--- config.mk ---
export PLATFORM = sky130hd
export DESIGN_NAME = iicm_master
export DESIGN_NICKNAME = d
export VERILOG_FILES = /design/src/rtl/iicm_pkg.sv /design/src/rtl/iicm_master.sv /design/src/rtl/iicm_sync.sv
export SDC_FILE = /design/constraint.sdc
export NUM_CORES = 1
export LEC_CHECK = 0
export BUFFER_PORTS_ARGS = -buffer_cell sky130_fd_sc_hd__buf_2
export CELL_PAD_IN_SITES_DETAIL_PLACEMENT = 2
export CELL_PAD_IN_SITES_GLOBAL_PLACEMENT = 2
export CORE_AREA = 3 3 130 132
export DETAILED_ROUTE_END_ITERATION = 12
export DIE_AREA = 0 0 133 135
export GPL_TIMING_DRIVEN = 0
export PLACE_DENSITY_LB_ADDON = 0.12
export SLEW_MARGIN = 20
export SYNTH_ARGS = -nofsm -noshare
export SYNTH_HDL_FRONTEND = slang
export SYNTH_SLANG_ARGS = --single-unit
export TNS_END_PERCENT = 1
--- constraint.sdc ---
create_clock -name core_clk -period 2.2 [get_ports core_clk]
set_input_delay 0.22 -clock core_clk [delete_from_list [all_inputs] [get_ports core_clk]]
set_output_delay 0.22 -clock core_clk [all_outputs]
set_load 0.005 [all_outputs]
--- src/rtl/iicm_pkg.sv ---
// shared constants and types of the multi-master i2c collision block
package iicm_pkg;

	// ----------------------------------------------------------------
	// register map (byte addresses)
	// ----------------------------------------------------------------
	localparam int          ADDR_W    = 5;          // avalon byte address width
	localparam int          DATA_W    = 32;         // avalon data width
	localparam logic [4:0]  OFS_CTRL  = 5'h00;      // sequence_control_register
	localparam logic [4:0]  OFS_STAT  = 5'h04;      // port_status_register
	localparam logic [4:0]  OFS_BUF   = 5'h08;      // transfer_buffer
	localparam logic [4:0]  OFS_BAUD  = 5'h0C;      // baud_reload_value
	localparam logic [4:0]  OFS_IRQ   = 5'h10;      // interrupt status, read clears
	localparam logic [4:0]  OFS_MASK  = 5'h14;      // interrupt mask

	// ----------------------------------------------------------------
	// field positions
	// ----------------------------------------------------------------
	localparam int CTL_START   = 0;                 // start sequence enable
	localparam int CTL_RSTART  = 1;                 // repeated start enable
	localparam int CTL_STOP    = 2;                 // stop sequence enable
	localparam int CTL_ACK     = 3;                 // acknowledge sequence enable
	localparam int CTL_ACKDT   = 4;                 // acknowledge data bit
	localparam int CTL_W       = 5;                 // control width
	localparam int STA_BUF     = 0;                 // buffer_full_flag
	localparam int STA_START   = 1;                 // start seen on bus
	localparam int STA_STOP    = 2;                 // stop seen on bus
	localparam int STA_FREE    = 3;                 // bus free
	localparam int STA_BUSY    = 4;                 // sequencer busy
	localparam int STA_ACKSTAT = 5;                 // acknowledge from slave
	localparam int STA_W       = 6;                 // status width
	localparam int IRQ_PORT    = 0;                 // port_interrupt_flag
	localparam int IRQ_BCL     = 1;                 // bus_collision_flag
	localparam int IRQ_W       = 2;                 // interrupt width

	// ----------------------------------------------------------------
	// reset values and counts
	// ----------------------------------------------------------------
	localparam int          BAUD_W    = 7;          // reload bits 6:0
	localparam logic [6:0]  BAUD_RST  = 7'h09;      // reload after reset
	localparam logic [3:0]  ACK_SLOT  = 4'h8;       // bit index of the ack clock

	// sequencer states, gray in the order listed
	typedef enum logic [3:0] {
		S_IDLE   = 4'h0,
		S_ST_REL = 4'h1,
		S_ST_LOW = 4'h3,
		S_TX_LO  = 4'h2,
		S_TX_HI  = 4'h6,
		S_RS_REL = 4'h7,
		S_RS_SCL = 4'h5,
		S_RS_HI  = 4'h4,
		S_RS_LOW = 4'hC,
		S_SP_SDA = 4'hD,
		S_SP_REL = 4'hF,
		S_SP_HI  = 4'hE,
		S_SP_END = 4'hA,
		S_AK_LO  = 4'hB,
		S_AK_HI  = 4'h9
	} iicm_state_type;

endpackage : iicm_pkg

--- src/rtl/iicm_master.sv ---
// i2c master sequencer with multi-master arbitration and collision detect
//
// Overview of operation
// - released one bit read low: collision, idle
// - byte collision: halt, clear full, release, rewritable
// - sequence collision: abort, release, clear enable
// - keep monitoring; stop on bus sets interrupt
// - new buffer write restarts at first bit
// - bus free: stop seen, or neither seen
// - start with line low: abort, collision, idle
// - start: count reload with sda high; scl low collides
// - sda low during count: assert sda early
// - sda low phase: scl low ignored; then scl low
// - repeated start: count, release scl, sda low collides
// - repeated start: early sda fall is no collision
// - scl falls before sda driven: collision
// - expiry: sda low, recount, then scl low
// - stop: sda low, release scl, count, sda check
// - stop: scl low before sda release collides
`timescale 1ns/1ps
`default_nettype none

module iicm_master (
	input  wire logic                       core_clk,        // 25 MHz core clock
	input  wire logic                       nrst,            // async reset, active low
	input  wire logic [iicm_pkg::ADDR_W-1:0] avs_address,    // byte address
	input  wire logic                       avs_read,        // read request
	input  wire logic                       avs_write,       // write request
	input  wire logic [iicm_pkg::DATA_W-1:0] avs_writedata,  // write data
	output var  logic [iicm_pkg::DATA_W-1:0] avs_readdata,   // read data
	output logic                            avs_waitrequest, // stall
	output logic                            irq,             // level interrupt
	input  wire logic                       scl_in,          // clock pin level
	output logic                            scl_out,         // clock pin drive value
	output var  logic                       scl_oe_n,        // low pulls clock low
	input  wire logic                       sda_in,          // data pin level
	output logic                            sda_out,         // data pin drive value
	output var  logic                       sda_oe_n         // low pulls data low
);

	// ----------------------------------------------------------------
	// declarations
	// ----------------------------------------------------------------
	iicm_pkg::iicm_state_type      state;        // sequencer state
	logic [1:0]                    pins_s;       // synchronised {scl, sda}
	logic                          scl_s;        // clock level
	logic                          sda_s;        // data level
	logic                          scl_p;        // clock level last cycle
	logic                          sda_p;        // data level last cycle
	logic [iicm_pkg::BAUD_W-1:0]   cnt;          // baud_reload_counter
	logic [iicm_pkg::BAUD_W-1:0]   baud;         // baud_reload_value
	logic                          hi_run;       // count phase running
	logic [3:0]                    bit_cnt;      // bit index, 8 is ack
	logic [7:0]                    shreg;        // transmit shifter
	logic [7:0]                    tx_data;      // transfer_buffer
	logic                          tx_go;        // buffer write accepted
	logic                          buf_full;     // buffer_full_flag
	logic [iicm_pkg::CTL_W-1:0]    ctl;          // sequence_control_register
	logic                          start_seen;   // start seen on bus
	logic                          stop_seen;    // stop seen on bus
	logic                          stop_det;     // stop seen this cycle
	logic                          ack_bit;      // last acknowledge level
	logic                          bcl_ev;       // collision pulse
	logic                          done_ev;      // sequence finished pulse
	logic                          byte_ev;      // eight bits shifted pulse
	logic                          ack_ev;       // ack slot finished pulse
	logic                          collide;      // collision this cycle
	logic                          cmd_ok;       // idle and nothing pending
	logic                          cnt_zero;     // count expired
	logic                          bus_free;     // bus may be taken
	logic [iicm_pkg::IRQ_W-1:0]    irq_stat;     // sticky events
	logic [iicm_pkg::IRQ_W-1:0]    irq_mask;     // event mask
	logic                          resp;         // answer cycle of bus access
	logic                          wr_do;        // write takes effect
	logic                          rd_do;        // read completes

	// ----------------------------------------------------------------
	// pins
	// ----------------------------------------------------------------
	// open drain: drive value is always low, enable decides
	assign scl_out = 1'b0;
	assign sda_out = 1'b0;

	// both pins pass two flops before use
	iicm_sync #(
		.WIDTH (2)
	) u_sync (
		.core_clk (core_clk),
		.nrst     (nrst),
		.din      ({scl_in, sda_in}),
		.dout     (pins_s)
	);
	assign scl_s    = pins_s[1];
	assign sda_s    = pins_s[0];
	assign cnt_zero = (cnt == '0);
	assign cmd_ok   = (state == iicm_pkg::S_IDLE) && !(bcl_ev || done_ev || ack_ev);

	// ----------------------------------------------------------------
	// collision detection
	// ----------------------------------------------------------------
	// each checked state names the line levels that mean another master won; the others never collide
	always_comb begin
		collide = 1'b0;
		unique case (state)
			iicm_pkg::S_IDLE:
				// a start begun with either line low
				collide = cmd_ok && !tx_go && ctl[iicm_pkg::CTL_START]
				          && (!sda_s || !scl_s);
			iicm_pkg::S_ST_REL:
				collide = !scl_s && sda_s;
			iicm_pkg::S_TX_HI:
				// released a one but the line reads low
				collide = hi_run && (bit_cnt != iicm_pkg::ACK_SLOT) && shreg[7]
				          && !sda_s;
			iicm_pkg::S_RS_SCL:
				collide = scl_s && !sda_s;
			iicm_pkg::S_RS_HI:
				collide = !scl_s && !cnt_zero;
			iicm_pkg::S_SP_HI:
				collide = !scl_s;
			iicm_pkg::S_SP_END:
				collide = cnt_zero && !sda_s;
			iicm_pkg::S_AK_HI:
				collide = hi_run && ctl[iicm_pkg::CTL_ACKDT] && !sda_s;
			default:
				collide = 1'b0;
		endcase
	end

	// ----------------------------------------------------------------
	// sequencer
	// ----------------------------------------------------------------
	// one state machine for start, repeated start, stop, ack and bytes
	always_ff @(posedge core_clk or negedge nrst) begin
		if (!nrst) begin
			state    <= iicm_pkg::S_IDLE;
			cnt      <= '0;
			hi_run   <= 1'b0;
			bit_cnt  <= 4'h0;
			shreg    <= 8'h00;
			scl_oe_n <= 1'b1;
			sda_oe_n <= 1'b1;
			ack_bit  <= 1'b1;
			bcl_ev   <= 1'b0;
			done_ev  <= 1'b0;
			byte_ev  <= 1'b0;
			ack_ev   <= 1'b0;
		end else begin
			bcl_ev  <= 1'b0;
			done_ev <= 1'b0;
			byte_ev <= 1'b0;
			ack_ev  <= 1'b0;
			// countdown that stops at zero, loads below take precedence
			if (!cnt_zero) begin
				cnt <= cnt - 1'b1;
			end
			if (collide) begin
				// abort, let go of both lines, back to idle
				scl_oe_n <= 1'b1;
				sda_oe_n <= 1'b1;
				hi_run   <= 1'b0;
				bcl_ev   <= 1'b1;
				state    <= iicm_pkg::S_IDLE;
			end else begin
				unique case (state)
					iicm_pkg::S_IDLE: begin
						hi_run <= 1'b0;
						if (cmd_ok) begin
							if (tx_go) begin
								// always from the first data bit
								shreg    <= tx_data;
								bit_cnt  <= 4'h0;
								scl_oe_n <= 1'b0;
								cnt      <= baud;
								state    <= iicm_pkg::S_TX_LO;
							end else if (ctl[iicm_pkg::CTL_START]) begin
								// lines released and high, count with sda high
								scl_oe_n <= 1'b1;
								sda_oe_n <= 1'b1;
								cnt      <= baud;
								state    <= iicm_pkg::S_ST_REL;
							end else if (ctl[iicm_pkg::CTL_RSTART]) begin
								scl_oe_n <= 1'b0;
								sda_oe_n <= 1'b1;
								state    <= iicm_pkg::S_RS_REL;
							end else if (ctl[iicm_pkg::CTL_STOP]) begin
								scl_oe_n <= 1'b0;
								sda_oe_n <= 1'b0;
								state    <= iicm_pkg::S_SP_SDA;
							end else if (ctl[iicm_pkg::CTL_ACK]) begin
								scl_oe_n <= 1'b0;
								sda_oe_n <= ctl[iicm_pkg::CTL_ACKDT];
								cnt      <= baud;
								state    <= iicm_pkg::S_AK_LO;
							end
						end
					end
					iicm_pkg::S_ST_REL: begin
						if (!sda_s) begin
							// someone else started: restart count, assert early
							sda_oe_n <= 1'b0;
							cnt      <= baud;
							state    <= iicm_pkg::S_ST_LOW;
						end else if (cnt_zero) begin
							sda_oe_n <= 1'b0;
							cnt      <= baud;
							state    <= iicm_pkg::S_ST_LOW;
						end
					end
					iicm_pkg::S_ST_LOW: begin
						// clock level is not checked here
						if (cnt_zero) begin
							scl_oe_n <= 1'b0;
							done_ev  <= 1'b1;
							state    <= iicm_pkg::S_IDLE;
						end
					end
					iicm_pkg::S_TX_LO: begin
						// data changes while the clock is low, ack slot released
						sda_oe_n <= (bit_cnt == iicm_pkg::ACK_SLOT) || shreg[7];
						if (cnt_zero) begin
							scl_oe_n <= 1'b1;
							hi_run   <= 1'b0;
							state    <= iicm_pkg::S_TX_HI;
						end
					end
					iicm_pkg::S_TX_HI: begin
						if (!hi_run) begin
							// clock stretching: count only once the clock is high
							if (scl_s) begin
								hi_run <= 1'b1;
								cnt    <= baud;
							end
						end else if (cnt_zero) begin
							scl_oe_n <= 1'b0;
							hi_run   <= 1'b0;
							cnt      <= baud;
							if (bit_cnt == iicm_pkg::ACK_SLOT) begin
								ack_bit  <= sda_s;
								ack_ev   <= 1'b1;
								sda_oe_n <= 1'b1;
								state    <= iicm_pkg::S_IDLE;
							end else begin
								shreg   <= {shreg[6:0], 1'b0};
								bit_cnt <= bit_cnt + 4'h1;
								byte_ev <= (bit_cnt == 4'h7);
								state   <= iicm_pkg::S_TX_LO;
							end
						end
					end
					iicm_pkg::S_RS_REL: begin
						// wait for released data to float high, then count
						if (sda_s) begin
							if (!hi_run) begin
								hi_run <= 1'b1;
								cnt    <= baud;
							end else if (cnt_zero) begin
								scl_oe_n <= 1'b1;
								hi_run   <= 1'b0;
								state    <= iicm_pkg::S_RS_SCL;
							end
						end
					end
					iicm_pkg::S_RS_SCL: begin
						if (scl_s) begin
							cnt   <= baud;
							state <= iicm_pkg::S_RS_HI;
						end
					end
					iicm_pkg::S_RS_HI: begin
						// a data fall here is another start, not a loss
						if (cnt_zero) begin
							sda_oe_n <= 1'b0;
							cnt      <= baud;
							state    <= iicm_pkg::S_RS_LOW;
						end
					end
					iicm_pkg::S_RS_LOW: begin
						if (cnt_zero) begin
							scl_oe_n <= 1'b0;
							done_ev  <= 1'b1;
							state    <= iicm_pkg::S_IDLE;
						end
					end
					iicm_pkg::S_SP_SDA: begin
						// data seen low, one count, then release the clock
						if (!sda_s) begin
							if (!hi_run) begin
								hi_run <= 1'b1;
								cnt    <= baud;
							end else if (cnt_zero) begin
								scl_oe_n <= 1'b1;
								hi_run   <= 1'b0;
								state    <= iicm_pkg::S_SP_REL;
							end
						end
					end
					iicm_pkg::S_SP_REL: begin
						if (scl_s) begin
							cnt   <= baud;
							state <= iicm_pkg::S_SP_HI;
						end
					end
					iicm_pkg::S_SP_HI: begin
						if (cnt_zero) begin
							sda_oe_n <= 1'b1;
							cnt      <= baud;
							state    <= iicm_pkg::S_SP_END;
						end
					end
					iicm_pkg::S_SP_END: begin
						if (cnt_zero) begin
							done_ev <= 1'b1;
							state   <= iicm_pkg::S_IDLE;
						end
					end
					iicm_pkg::S_AK_LO: begin
						if (cnt_zero) begin
							scl_oe_n <= 1'b1;
							hi_run   <= 1'b0;
							state    <= iicm_pkg::S_AK_HI;
						end
					end
					iicm_pkg::S_AK_HI: begin
						if (!hi_run) begin
							if (scl_s) begin
								hi_run <= 1'b1;
								cnt    <= baud;
							end
						end else if (cnt_zero) begin
							scl_oe_n <= 1'b0;
							sda_oe_n <= 1'b1;
							done_ev  <= 1'b1;
							state    <= iicm_pkg::S_IDLE;
						end
					end
					default: begin
						// illegal code: release and recover
						scl_oe_n <= 1'b1;
						sda_oe_n <= 1'b1;
						state    <= iicm_pkg::S_IDLE;
					end
				endcase
			end
		end
	end

	// ----------------------------------------------------------------
	// bus monitor
	// ----------------------------------------------------------------
	// watches start and stop on the bus at all times, even after a loss
	always_ff @(posedge core_clk or negedge nrst) begin
		if (!nrst) begin
			scl_p      <= 1'b1;
			sda_p      <= 1'b1;
			start_seen <= 1'b0;
			stop_seen  <= 1'b0;
			stop_det   <= 1'b0;
		end else begin
			scl_p    <= scl_s;
			sda_p    <= sda_s;
			stop_det <= 1'b0;
			if (scl_s && scl_p && sda_p && !sda_s) begin
				start_seen <= 1'b1;
				stop_seen  <= 1'b0;
			end else if (scl_s && scl_p && !sda_p && sda_s) begin
				start_seen <= 1'b0;
				stop_seen  <= 1'b1;
				stop_det   <= 1'b1;
			end
		end
	end

	assign bus_free = stop_seen || (!start_seen && !stop_seen);

	// ----------------------------------------------------------------
	// avalon slave: one wait cycle per access
	// ----------------------------------------------------------------
	assign avs_waitrequest = (avs_read || avs_write) && !resp;
	assign wr_do           = avs_write && resp;
	assign rd_do           = avs_read && resp;

	// answer flag and registered read data
	always_ff @(posedge core_clk or negedge nrst) begin
		if (!nrst) begin
			resp         <= 1'b0;
			avs_readdata <= '0;
		end else begin
			resp <= (avs_read || avs_write) && !resp;
			if (avs_read && !resp) begin
				avs_readdata <= '0;
				unique case (avs_address)
					iicm_pkg::OFS_CTRL: avs_readdata[iicm_pkg::CTL_W-1:0] <= ctl;
					iicm_pkg::OFS_STAT: avs_readdata[iicm_pkg::STA_W-1:0] <=
						{ack_bit, state != iicm_pkg::S_IDLE, bus_free,
						 stop_seen, start_seen, buf_full};
					iicm_pkg::OFS_BUF:  avs_readdata[7:0] <= tx_data;
					iicm_pkg::OFS_BAUD: avs_readdata[iicm_pkg::BAUD_W-1:0] <= baud;
					iicm_pkg::OFS_IRQ:  avs_readdata[iicm_pkg::IRQ_W-1:0] <= irq_stat;
					iicm_pkg::OFS_MASK: avs_readdata[iicm_pkg::IRQ_W-1:0] <= irq_mask;
					default:            avs_readdata <= '0;
				endcase
			end
		end
	end

	// ----------------------------------------------------------------
	// control and baud registers
	// ----------------------------------------------------------------
	// sequence enables clear on completion or collision; a write wins
	always_ff @(posedge core_clk or negedge nrst) begin
		if (!nrst) begin
			ctl      <= '0;
			baud     <= iicm_pkg::BAUD_RST;
			irq_mask <= '0;
		end else begin
			if (done_ev || bcl_ev) begin
				ctl[iicm_pkg::CTL_ACK:iicm_pkg::CTL_START] <= 4'h0;
			end
			if (wr_do && avs_address == iicm_pkg::OFS_CTRL) begin
				ctl <= avs_writedata[iicm_pkg::CTL_W-1:0];
			end
			if (wr_do && avs_address == iicm_pkg::OFS_BAUD) begin
				baud <= avs_writedata[iicm_pkg::BAUD_W-1:0];
			end
			if (wr_do && avs_address == iicm_pkg::OFS_MASK) begin
				irq_mask <= avs_writedata[iicm_pkg::IRQ_W-1:0];
			end
		end
	end

	// ----------------------------------------------------------------
	// transfer buffer
	// ----------------------------------------------------------------
	// accepted only while idle and empty; otherwise the write is dropped
	always_ff @(posedge core_clk or negedge nrst) begin
		if (!nrst) begin
			tx_data  <= 8'h00;
			tx_go    <= 1'b0;
			buf_full <= 1'b0;
		end else begin
			tx_go <= 1'b0;
			if (byte_ev || bcl_ev) begin
				buf_full <= 1'b0;
			end
			if (wr_do && avs_address == iicm_pkg::OFS_BUF && cmd_ok && !buf_full) begin
				tx_data  <= avs_writedata[7:0];
				tx_go    <= 1'b1;
				buf_full <= 1'b1;
			end
		end
	end

	// ----------------------------------------------------------------
	// interrupts
	// ----------------------------------------------------------------
	// sticky flags cleared by a read; a new event in that cycle survives
	always_ff @(posedge core_clk or negedge nrst) begin
		if (!nrst) begin
			irq_stat <= '0;
		end else begin
			if (rd_do && avs_address == iicm_pkg::OFS_IRQ) begin
				irq_stat <= '0;
			end
			if (done_ev || ack_ev || stop_det) begin
				irq_stat[iicm_pkg::IRQ_PORT] <= 1'b1;
			end
			if (bcl_ev) begin
				irq_stat[iicm_pkg::IRQ_BCL] <= 1'b1;
			end
		end
	end

	assign irq = |(irq_stat & irq_mask);

endmodule : iicm_master

`default_nettype wire

--- src/rtl/iicm_sync.sv ---
// two-flop synchroniser for the bus pins
`timescale 1ns/1ps
`default_nettype none

module iicm_sync #(
	parameter int WIDTH = 2                      // number of pins
) (
	input  wire logic             core_clk,      // core clock
	input  wire logic             nrst,          // async reset, active low
	input  wire logic [WIDTH-1:0] din,           // raw pin levels
	output var  logic [WIDTH-1:0] dout           // synchronised levels
);

	// ----------------------------------------------------------------
	// one pair of flops per pin
	// ----------------------------------------------------------------
	genvar i;
	generate
		for (i = 0; i < WIDTH; i++) begin : g_bit
			logic meta;                          // first stage, read by second only
			// pins idle high on an open-drain bus
			always_ff @(posedge core_clk or negedge nrst) begin
				if (!nrst) begin
					meta    <= 1'b1;
					dout[i] <= 1'b1;
				end else begin
					meta    <= din[i];
					dout[i] <= meta;
				end
			end
		end
	endgenerate

endmodule : iicm_sync

`default_nettype wire

==> out/metrics.cfg <==
[timing]
drv_slew=0
max_freq_ghz=0.4357
finalCritPeriodShare=1.043
setup_violations=11
rsz0062_at_grt=yes
hold_viol_final=0
worst_pin_slew_ns=0.8891
min_period_ns=2.295
fin_ws_ns=-0.09494
relSlewSlack=0.4023
holdWs_ns=0.08863
fin_skew_ns=0.007281

[synthesis]
synth_edf_count=0
synth_area_leaders=dfrtp_1 33%, dfstp_2 6.0%, nand2_1 5.9%, buf_4 4.6%, mux2_2 3.9%
synth-warning-count=0
synth.avg_cell_area_um2=9.060
synthCells=536
synthFlopType=dfrtp_1
synth_top_area_frac=0.3298
yosysSeqAreaShare=0.3893
ys_async_sr_fraction=1.000
yosysTopAreaCell=dfrtp_1
synth_seq_cells=75
synth_cell_types=85
syn_area_um2=4856

[cells_and_area]
diodes=0
area_growth_syn_to_layout_pct=27.21
drive_gt1_frac=0.3381
nets=677

[global_routing]
grt_overflow_total=0
grt_pass1_wl_mm=28.52
grt_pass1_vias=4828
grt_start_max_net_pins=40
grt_util_all_layers=0.2039
antenna_found_initial=0

[worst_setup_path]
startpoint_type=flip-flop
endpoint_kind=flip-flop
r2r-end=ack_ev
arrival_ns=2.54
cp_max_fo=8
reg2reg_slack_ns=-0.09
required_ns=2.45
worstReg2RegStart=cnt[1]
reg2reg_depth=9
crit_type=reg -> reg

[clocking]
root_buffer=clkbuf_16
clk_latency_ns=0.34
cts-htree-levels=3
cts_buffers=9
cts_tree=yes
cts.path.max_buffers=2
path_clk_slew_ns=0.06
cts_sinks=75

[placed_design]
dpl.hpwl_mm=13.41
place.port_buffers=29
gp_congestion=0.8506
post-place-ws_ns=-0.5443

[routing]
via_per_inst=5.278
drt_pass1_iterations=4
vias=4497
drtAntennaViolNets=0
drc=0
drt-total-wl_mm=18.17
wl_per_cell_um=21.33
drt_iter0_markers=306

[power_and_ir_drop]
leakage_nw=2.672
powerDensity_nw_per_um2=1197
vdd_drop_max_v=0.0004747

[die]
die_w_um=133
boundaryPins=81
rows=46
core_um2=15830
die-area_um2=17960
die_h_um=135
start_util=0.3068

[min_path]
min_from=avs_writedata[5]
whs_endpoint=tx_data[5]
min_delay_path_depth=3
worst_hold_path_type=in -> reg

[status]
status=complete, but fails checks
violations=negative setup slack

[flow_run]
cap_viol_max_count=0

==> critical path, cell delays in order (launching register included) <==
cell	delay (ns)
dfrtp_1	0.39
inv_2	0.08
ha_4	0.15
or3b_4	0.40
nor2_4	0.19
a211o_1	0.24
and3_4	0.21
buf_8	0.14
nand2_1	0.14
nor3_2	0.27
==> area by class of cell <==
cell class | count | area, um2
multi-input cells | 416 | 2850
fillers | 1747 | 9651
clock buffers | 11 | 242.7
flip-flops and latches | 75 | 1894
well taps | 216 | 270.3
plain buffers | 57 | 404.1
repair buffers | 60 | 407.9
inverters | 12 | 47.55
clock inverters | 5 | 60.06
==> metal layers <==
| layer | part of all wire | track usage |
|---|---|---|
| met5 | 0 | 0 |
| met4 | 0.014 | 0.05370 |
| met3 | 0.040 | 0.02906 |
| met2 | 0.48 | 0.3423 |
| met1 | 0.46 | 0.2769 |
==> repair_timing <==
action | 4_1_cts | 5_1_grt
setup endpoints to repair | 40 | 29
pin swaps | 9 | 10
hold buffers | 3 | 0
gates resized for setup | 42 | 29
setup buffers | 18 | 9
hold endpoints to repair | 31 | 0
==> worst max-delay path by stage <==
stage,slack [ns],end,startpoint
detailed placement,-0.54,cnt[3],cnt[0]
floorplan,0.04,cnt[3],cnt[0]
finish,-0.09,ack_ev,cnt[1]
global route,-0.17,ack_ev,cnt[0]
CTS,-0.05,state[2],state[2]
global placement,-0.52,cnt[3],cnt[0]
==> Yosys cell counts, types with 11 or more instances <==
master,count
nor3_1,14
dfrtp_1,64
mux2_2,17
o21ai_1,12
nand2_1,76
o21ai_0,32
dfstp_2,11
clkbuf_1,13
a21oi_1,21
mux2i_1,12
buf_4,30
nor2_1,36
==> logic make-up (layout without fill, tap and decap cells) <==
logic type                 count (synthesis)  in the layout  synth area share
AOI/OAI and AO/OA                        145            145            0.2077
buffers and inverters                     70            145           0.08735
DFF                                       75             75            0.3893
other                                      1             26         0.0007723
adders and majority gates                  3              3          0.007731
xor gates and xnor gates                   4              4          0.007214
muxes                                     30             30           0.06880
and+or+nand+nor                          208            208            0.2311
==> sequential cells by signal, summed over array words and instances (netlist names), 2 cells and up <==
| register | cells |
|---|---|
| u_sync.dout | 2 |
| bit_cnt | 4 |
| ctl | 5 |
| baud | 7 |
| tx_data | 8 |
| state | 4 |
| u_sync.g_bit.meta | 2 |
| irq_stat | 2 |
| avs_readdata | 8 |
| irq_mask | 2 |
| cnt | 7 |
| shreg | 8 |
==> placed cells by master, fill, tap and decap left out, types with 7 or more instances in the layout <==
cell and count:
inv_1 8, nand4_1 8, buf_2 36, dfstp_2 11, a22oi_1 7, dfrtp_1 61
o21ai_0 31, conb_1 26, nand2_1 74, o21ai_1 11, nand3_1 7, a21oi_1 19
nand2b_1 8, clkbuf_16 9, buf_4 53, buf_6 10, mux2i_1 12, nor2_1 33
mux2_2 17, nor2b_1 7, nor3_2 7, nor3_1 7
==> report_power, final <==
| part | internal, mW | leakage [nW] | switching, mW | total [mW] |
|---|---|---|---|---|
| registers | 1.61 | 0.970 | 0.247 | 1.86 |
| clock network | 0.915 | 0.146 | 0.625 | 1.54 |
| logic | 1.73 | 1.56 | 2.27 | 4.00 |
==> stage by stage <==
| step | setup TNS (ns) | std cells | power (mW) | util | instance area (um2) |
|---|---|---|---|---|---|
| floorplan | 0 | 561 | 4.053 | - | 4952 |
| global placement | -10.98 | 806 | 4.973 | 0.3391 | 5368 |
| detailed placement | -12.71 | 807 | 5.066 | 0.3406 | 5390 |
| CTS | -0.2393 | 843 | 7.168 | 0.3795 | 6007 |
| global route | -2.335 | 852 | 7.833 | 0.3903 | 6177 |
| finish | -0.5775 | 852 | 7.397 | 0.3903 | 6177 |
(Power assumes the default switching activity.)
